--- src/shared/sacc_pkg.sv ---
`default_nettype none
package sacc_pkg;
  // ************************************************************
  // register offsets
  // ************************************************************
  localparam logic [3:0] OFS_CTRL = 4'h0;
  localparam logic [3:0] OFS_ACCUM = 4'h1;
  localparam logic [3:0] OFS_CLKDIV = 4'h2;
  localparam logic [3:0] OFS_SAMPLE = 4'h3;
  localparam logic [3:0] OFS_CHAN = 4'h4;
  localparam logic [3:0] OFS_REF = 4'h5;
  localparam logic [3:0] OFS_EVCTRL = 4'h6;
  localparam logic [3:0] OFS_COMMAND = 4'h7;
  localparam logic [3:0] OFS_INTCTRL = 4'h8;
  localparam logic [3:0] OFS_INTFLAG = 4'h9;
  localparam logic [3:0] OFS_RESULT = 4'ha;

  // ************************************************************
  // field positions
  // ************************************************************
  localparam int CTRL_ENABLE_BIT = 0;
  localparam int CTRL_FREE_RUNNING_BIT = 1;
  localparam int CTRL_RES8_BIT = 2;
  localparam int CTRL_DEBUG_BIT = 3;
  localparam int SAMPLE_DLY_LSB = 0;
  localparam int SAMPLE_LEN_LSB = 4;

  // ************************************************************
  // reset values, timing counts and accumulation limit
  // ************************************************************
  localparam logic [15:0] RESULT_RESET = 16'h0000;
  localparam logic [2:0] ACCUM_RESET = 3'h0;
  localparam logic [2:0] CLKDIV_RESET = 3'h0;
  localparam logic [5:0] CONV_CYCLES = 6'h0d;
  localparam logic [5:0] SAMPLE_BASE = 6'h02;
  localparam logic [2:0] ACCUM_MAX_SEL = 3'h6;

  typedef enum logic [1:0] {
    SACC_IDLE = 2'b00,
    SACC_SYNC = 2'b01,
    SACC_CONV = 2'b11
  } sacc_state_t;
endpackage
`default_nettype wire

--- src/sacc_top.sv ---
`default_nettype none
module sacc_top
  import sacc_pkg::*;
#(
  parameter int CH_W = 5,
  parameter int REF_W = 3
) (
  input wire logic REF_CLK,
  input wire logic RESET,
  input wire logic [3:0] ADDR,
  input wire logic [15:0] WDATA,
  input wire logic WR,
  input wire logic RD,
  output logic [15:0] RDATA,
  input wire logic EVENT_IN,
  input wire logic CPU_HALTED,
  input wire logic [9:0] CORE_RESULT,
  output logic [CH_W-1:0] CHANNEL_ACTIVE,
  output logic [REF_W-1:0] REFERENCE_ACTIVE,
  output logic CONV_CLK,
  output logic SAMPLE_HOLD,
  output logic CONV_BUSY,
  output logic IRQ
);

  // ************************************************************
  // state
  // ************************************************************
  typedef struct packed {
    sacc_state_t st;
    logic en;
    logic free;
    logic res8;
    logic dbg;
    logic [2:0] accn;
    logic [2:0] clock_divider_select;
    logic [3:0] sdly;
    logic [3:0] slen;
    logic [CH_W-1:0] chan_tmp;
    logic [REF_W-1:0] ref_tmp;
    logic [CH_W-1:0] chan_act;
    logic [REF_W-1:0] ref_act;
    logic evstart;
    logic start;
    logic rrie;
    logic rrflag;
    logic [15:0] result;
    logic [7:0] pcnt;
    logic [5:0] cyc;
    logic [6:0] nleft;
    logic [15:0] acc;
    logic ev_prev;
    logic [15:0] rdata;
    logic irq;
    logic sh;
    logic busy;
    logic cclk;
  } sacc_regs_t;

  sacc_regs_t s_reg;
  sacc_regs_t s_next;

  // ************************************************************
  // derived timing
  // ************************************************************
  logic [7:0] half;
  logic [7:0] factor_m1;
  logic [5:0] samp_end;
  logic [5:0] conv_total;
  logic [6:0] samples;
  logic run;
  logic tick;
  logic ev_rise;
  logic [15:0] sample_val;
  logic [15:0] acc_sum;
  logic locked;

  always_comb begin
    half = 8'h01 << s_reg.clock_divider_select;
    factor_m1 = (half << 1) - 8'h01;
    samp_end = SAMPLE_BASE + {2'b00, s_reg.sdly} + {2'b00, s_reg.slen};
    conv_total = CONV_CYCLES + {2'b00, s_reg.sdly} + {2'b00, s_reg.slen};
    samples = 7'h01 << s_reg.accn;
    // frozen under a debugger halt unless told to keep going
    run = s_reg.en & (~CPU_HALTED | s_reg.dbg);
    tick = (s_reg.st != SACC_IDLE) && (s_reg.pcnt == half - 8'h01);
    ev_rise = EVENT_IN & ~s_reg.ev_prev;
    // reduced resolution keeps the top bits, still right-adjusted
    sample_val = s_reg.res8 ? {8'h00, CORE_RESULT[9:2]} : {6'h00, CORE_RESULT};
    acc_sum = s_reg.acc + sample_val;
    // selection frozen from start up to the last converter cycle
    locked = (s_reg.st == SACC_CONV) && (s_reg.cyc < conv_total - 6'h01);
  end

  // ************************************************************
  // next state
  // ************************************************************
  always_comb begin
    s_next = s_reg;
    s_next.sh = 1'b0;
    s_next.rdata = 16'h0000;
    s_next.ev_prev = EVENT_IN;

    // flag clears go first so a same-cycle completion still sets it
    if (WR && ADDR == OFS_INTFLAG && WDATA[0]) begin
      s_next.rrflag = 1'b0;
    end
    if (RD && ADDR == OFS_RESULT) begin
      s_next.rrflag = 1'b0;
    end

    if (!s_reg.en) begin
      // abandon without touching result or flag
      s_next.st = SACC_IDLE;
      s_next.start = 1'b0;
      s_next.pcnt = 8'h00;
      s_next.cyc = 6'h00;
    end else if (run) begin
      if (s_reg.st == SACC_IDLE) begin
        s_next.pcnt = 8'h00;
      end else if (s_reg.pcnt == factor_m1) begin
        s_next.pcnt = 8'h00;
      end else begin
        s_next.pcnt = s_reg.pcnt + 8'h01;
      end
      case (s_reg.st)
        SACC_IDLE: begin
          if (s_reg.start) begin
            s_next.st = SACC_SYNC;
          end
        end
        SACC_SYNC: begin
          if (tick) begin
            s_next.st = SACC_CONV;
            s_next.cyc = 6'h00;
            s_next.nleft = samples;
            s_next.acc = 16'h0000;
          end
        end
        SACC_CONV: begin
          if (tick) begin
            s_next.cyc = s_reg.cyc + 6'h01;
            if (s_reg.cyc == samp_end - 6'h01) begin
              s_next.sh = 1'b1;
            end
            if (s_reg.cyc == conv_total - 6'h01) begin
              s_next.cyc = 6'h00;
              if (s_reg.nleft > 7'h01) begin
                // next sample of the burst follows with no gap
                s_next.nleft = s_reg.nleft - 7'h01;
                s_next.acc = acc_sum;
              end else begin
                s_next.result = acc_sum;
                s_next.rrflag = 1'b1;
                s_next.acc = 16'h0000;
                s_next.nleft = samples;
                if (!(s_reg.free && s_reg.start)) begin
                  s_next.start = 1'b0;
                  s_next.st = SACC_IDLE;
                  s_next.pcnt = 8'h00;
                end
                // otherwise stay converting: restart at once
              end
            end
          end
        end
        default: begin
          s_next.st = SACC_IDLE;
        end
      endcase
    end

    // selections copy through unless a conversion holds them
    if (!(locked || s_reg.st == SACC_SYNC && tick)) begin
      s_next.chan_act = s_reg.chan_tmp;
      s_next.ref_act = s_reg.ref_tmp;
    end

    // start requests after the hardware clear so a new request is not lost
    if (s_reg.en && s_reg.evstart && ev_rise) begin
      s_next.start = 1'b1;
    end

    if (WR) begin
      case (ADDR)
        OFS_CTRL: begin
          s_next.en = WDATA[CTRL_ENABLE_BIT];
          s_next.free = WDATA[CTRL_FREE_RUNNING_BIT];
          s_next.res8 = WDATA[CTRL_RES8_BIT];
          s_next.dbg = WDATA[CTRL_DEBUG_BIT];
        end
        OFS_ACCUM: begin
          s_next.accn = (WDATA[2:0] > ACCUM_MAX_SEL) ? ACCUM_MAX_SEL : WDATA[2:0];
        end
        OFS_CLKDIV: begin
          s_next.clock_divider_select = WDATA[2:0];
        end
        OFS_SAMPLE: begin
          s_next.sdly = WDATA[SAMPLE_DLY_LSB +: 4];
          s_next.slen = WDATA[SAMPLE_LEN_LSB +: 4];
        end
        OFS_CHAN: begin
          s_next.chan_tmp = WDATA[CH_W-1:0];
        end
        OFS_REF: begin
          s_next.ref_tmp = WDATA[REF_W-1:0];
        end
        OFS_EVCTRL: begin
          s_next.evstart = WDATA[0];
        end
        OFS_COMMAND: begin
          if (WDATA[0] && s_reg.en) begin
            s_next.start = 1'b1;
          end
        end
        OFS_INTCTRL: begin
          s_next.rrie = WDATA[0];
        end
        default: begin
        end
      endcase
    end

    if (RD) begin
      case (ADDR)
        OFS_CTRL: begin
          s_next.rdata = {12'h000, s_reg.dbg, s_reg.res8, s_reg.free, s_reg.en};
        end
        OFS_ACCUM: begin
          s_next.rdata = {13'h0000, s_reg.accn};
        end
        OFS_CLKDIV: begin
          s_next.rdata = {13'h0000, s_reg.clock_divider_select};
        end
        OFS_SAMPLE: begin
          s_next.rdata = {8'h00, s_reg.slen, s_reg.sdly};
        end
        OFS_CHAN: begin
          s_next.rdata = 16'(s_reg.chan_tmp);
        end
        OFS_REF: begin
          s_next.rdata = 16'(s_reg.ref_tmp);
        end
        OFS_EVCTRL: begin
          s_next.rdata = {15'h0000, s_reg.evstart};
        end
        OFS_COMMAND: begin
          s_next.rdata = {15'h0000, s_reg.start};
        end
        OFS_INTCTRL: begin
          s_next.rdata = {15'h0000, s_reg.rrie};
        end
        OFS_INTFLAG: begin
          s_next.rdata = {15'h0000, s_reg.rrflag};
        end
        OFS_RESULT: begin
          s_next.rdata = s_reg.result;
        end
        default: begin
          s_next.rdata = 16'h0000;
        end
      endcase
    end

    s_next.irq = s_next.rrflag & s_next.rrie;
    s_next.busy = (s_next.st == SACC_CONV);
    s_next.cclk = (s_next.st != SACC_IDLE) && (s_next.pcnt >= half);
  end

  // ************************************************************
  // registers
  // ************************************************************
  always_ff @(posedge REF_CLK) begin
    if (RESET) begin
      s_reg <= '{
        st: SACC_IDLE,
        accn: ACCUM_RESET,
        clock_divider_select: CLKDIV_RESET,
        result: RESULT_RESET,
        nleft: 7'h01,
        default: '0
      };
    end else begin
      s_reg <= s_next;
    end
  end

  assign RDATA = s_reg.rdata;
  assign CHANNEL_ACTIVE = s_reg.chan_act;
  assign REFERENCE_ACTIVE = s_reg.ref_act;
  assign CONV_CLK = s_reg.cclk;
  assign SAMPLE_HOLD = s_reg.sh;
  assign CONV_BUSY = s_reg.busy;
  assign IRQ = s_reg.irq;

endmodule // sacc_top
`default_nettype wire

--- config.mk ---
export PLATFORM = sky130hd
export DESIGN_NAME = sacc_top
export DESIGN_NICKNAME = d
export VERILOG_FILES = /design/src/shared/sacc_pkg.sv /design/src/sacc_top.sv
export SDC_FILE = /design/constraint.sdc
export NUM_CORES = 1
export LEC_CHECK = 0
export ABC_CLOCK_PERIOD_IN_PS = 7600
export BUFFER_PORTS_ARGS = -buffer_cell sky130_fd_sc_hd__buf_2
export CAP_MARGIN = 0
export CORE_MARGIN = 2
export CORE_UTILIZATION = 57
export CTS_CLUSTER_DIAMETER = 200
export CTS_CLUSTER_SIZE = 25
export DETAILED_ROUTE_END_ITERATION = 6
export PLACE_DENSITY = 0.77
export SETUP_SLACK_MARGIN = 0.3
export SLEW_MARGIN = 20
export SYNTH_ARGS = -nofsm -noshare
export SYNTH_HDL_FRONTEND = slang
export SYNTH_SLANG_ARGS = --single-unit
--- constraint.sdc ---
create_clock -name REF_CLK -period 7.6 [get_ports REF_CLK]
set_input_delay 1.52 -clock REF_CLK [delete_from_list [all_inputs] [get_ports REF_CLK]]
set_output_delay 1.52 -clock REF_CLK [all_outputs]
set_load 0.01 [all_outputs]
==> results.md <==
* FF-to-FF End: CONV_CLK$_SDFF_PP0_
* Fill cell count at 1017
* Critical Path AT at approximately 5.4 ns
* Comb pwr share at 0.055
* Area Growth Syn to Fin at 9.36%
* H-tree depth at 4
* Max-Slew Margin vs Limit at 0.319
* GRT overflow at 0
* TNS Setup at 0 ns
* Largest net degree at the start of global routing at 82
* Drt total wl at 16.4 mm
* Design Power at roughly 1400 uW
* Primary FF master, synth: dfxtp_1
* Hold path depth at 2
* Syn Std Cell Area at 0.00699 mm2
* Core Box Area at 0.0120 mm2
* Syn Inst Count at 846
* Int Power at 1080 uW
* Final period utilization at 0.672
* Register bit total from synthesis at 114
* Slack of the critical path at 2.50 ns
* Sequential share of power at 0.420
* Worst Path Max Fanout at 21
* Worst-path clk slew at 0.06 ns
* # clock sinks at ~110
* Via count at 6027
* Die height at 115 um
* Outcome: complete, no violations
* Final max-slew violation count at 0
* IO Pins at 64
* Post-synth EDFFs at 0
* Worst-Margin Slew at 1.02 ns
* Worst hold start: s_reg[66]$_SDFFE_PP0P_
* Starting Density at 0.582
* Setup CP Type: flop to flop
* Place WS at 2.62 ns
* P_leak at 0.00304 uW
* Die Wd at 115 um
* R2R depth at 17
* Number of max-cap violations at 0
* Number of global-route vias before repair at roughly 5800
* Syn Area/Cell at 8.26 um2
* CTS tree: yes
* Switching Fraction at 0.250
* Hpwl dp at 11.5 mm
* Site Rows at 40
* Number of diodes at 0
* Synth unique cells at 67
* Full die area at approximately 0.013 mm2
* Sequential element share of the synthesized area at 0.327
* Min-delay worst type: flop to flop
* Crit end category: flop
* Syn_nets at 925
* Worst hold path endpoint: s_reg[66]$_SDFFE_PP0P_
* Post-CTS Resized at 0
* Antenna violations before repair at 0
* Clock Latency Late Sink at 0.42 ns
* Largest register FFs at 86
* R2r setup slk at 2.50 ns
* Post-DR wirelength/cell at 16.2 um
* Setup Viol. Count Final at 0
* Max clock buf depth at 2
* Share of cells above drive strength 1 at 0.141
* CP Launch Type: flop
* Commonest non-fill, non-tap cell in the layout: dfxtp_1
* Via/cell ratio at between 5 and 6
* Power Density at 188 mW/mm2
* Post-CTS Hold Buffers at 0
* CTS Buf Count at 17
* Sw Pwr at approximately 360 uW
* Final Hold Viols at 0
* Yosys warns at 0
* Fmax at 196 MHz
* Post-DRT Antenna Nets at 0
* RSZ-0062 raised after global routing: no
* Initial DRC Count at about 300
* Post-CTS Setup Inserts at 0
* Global-route wire length before repair at 27.3 mm
* Nets@finish at between 900 and 1000
* Final min period at 5.10 ns
* Root buf cell: clkbuf_16
* Skew final at 0.00736 ns
* Commonest cells after routing, fill and taps aside: dfxtp_1 (114), nand2_1 (89), nor2_1 (80), a21oi_1 (59), buf_2 (55)
* RePlAce Congestion at 0.907
* Reg2reg start: s_reg[104]$_SDFFE_PP0P_
* Critical Path RT at approximately 8 ns
* Worst VDD drop at 224 uV
* Async SR Flop Fraction at 0
* Drc violations at 0
* # port buffers at 55
* DRT Pass-1 Iters at 5
* Clock power share at 0.525
* Total track usage at 0.259
power by group through the flow:
stage                     logic (uW)  clock network [uW]  registers, uW
final                           79.2                 754            604
after global routing            85.7                 785            604
after CTS                       78.3                 759            604
after detailed placement        77.5                   0            617
after global placement          75.2                   0            617
after floorplan                 59.7                   0            615
synthesized netlist by cell type, drive strengths merged (18+ instances only):
| library cell | number | share of area |
|---|---|---|
| and2 | 18 | 0.016 |
| buf | 35 | 0.035 |
| inv | 28 | 0.015 |
| xor2 | 18 | 0.023 |
| clkbuf | 37 | 0.020 |
| nor3 | 21 | 0.020 |
| dfxtp | 114 | 0.33 |
| nand2 | 89 | 0.048 |
| nand3 | 34 | 0.024 |
| a21oi | 60 | 0.044 |
| o21ai | 31 | 0.022 |
| mux2i | 39 | 0.056 |
| nor2b | 19 | 0.017 |
| xnor2 | 19 | 0.024 |
| nor2 | 80 | 0.043 |
| ha | 39 | 0.070 |
per-stage QoR:
stage                      util  cells  hold WS (ns)  instance area [um2]
after floorplan               -    846         0.427                 6990
after global placement    0.590    978         0.437                 7080
after detailed placement  0.590    978         0.444                 7080
after CTS                 0.636   1010         0.450                 7640
after global routing      0.636   1010         0.471                 7640
final                     0.636   1010         0.446                 7640
worst max-delay path by stage:
| stage | slack, ns | to | start |
|---|---|---|---|
| finish | 2.50 | CONV_CLK$_SDFF_PP0_ | s_reg[104]$_SDFFE_PP0P_ |
| global route | 2.16 | CONV_CLK$_SDFF_PP0_ | s_reg[104]$_SDFFE_PP0P_ |
| CTS | 2.55 | CONV_CLK$_SDFF_PP0_ | s_reg[104]$_SDFFE_PP0P_ |
| detailed placement | 2.62 | CONV_CLK$_SDFF_PP0_ | s_reg[104]$_SDFFE_PP0P_ |
| global placement | 2.79 | CONV_CLK$_SDFF_PP0_ | s_reg[104]$_SDFFE_PP0P_ |
| floorplan | 3.65 | CONV_CLK$_SDFF_PP0_ | s_reg[95]$_SDFFE_PP0P_ |
per-layer routing:
metal	track usage	share of wire	vias up
li1	-	-	2960
met1	0.335	0.44	2817
met2	0.417	0.46	209
met3	0.0485	0.063	41
met4	0.129	0.032	0
met5	0	0	-
worst max-delay path, stage by stage (launching register included):
cell      delay (ns)
dfxtp_1         0.72
inv_1           0.23
nand3b_1        0.18
ha_1            0.42
nor2b_1         0.31
a211oi_2        0.14
xor2_1          0.28
nand4_2         0.57
o41a_1          0.69
o21ai_1         0.16
a21boi_1        0.09
ha_1            0.32
a21o_1          0.18
a21oi_1         0.14
o21ai_0         0.10
a211o_1         0.29
o21ai_0         0.10
a21oi_2         0.05
kinds of logic after synthesis:
family,share of synthesized area
buffers and inverters,0.0696
AND/OR/NAND/NOR,0.236
adder cells (fa/ha/maj),0.0813
flip-flops,0.327
AO/OA/AOI/OAI,0.165
multiplexers,0.0752
XOR/XNOR,0.0464
layout make-up:
cell class                 count  area, um2  area share
clock buffer                  17        425      0.0557
clock inverter                15        136      0.0178
inverter                      28        105      0.0138
multi-input combinational    632       4220       0.552
sequential                   114       2280       0.299
tap                          147        184      0.0241
timing repair buffer          57        290      0.0380
Note: power is estimated with default switching activity, not from simulation.
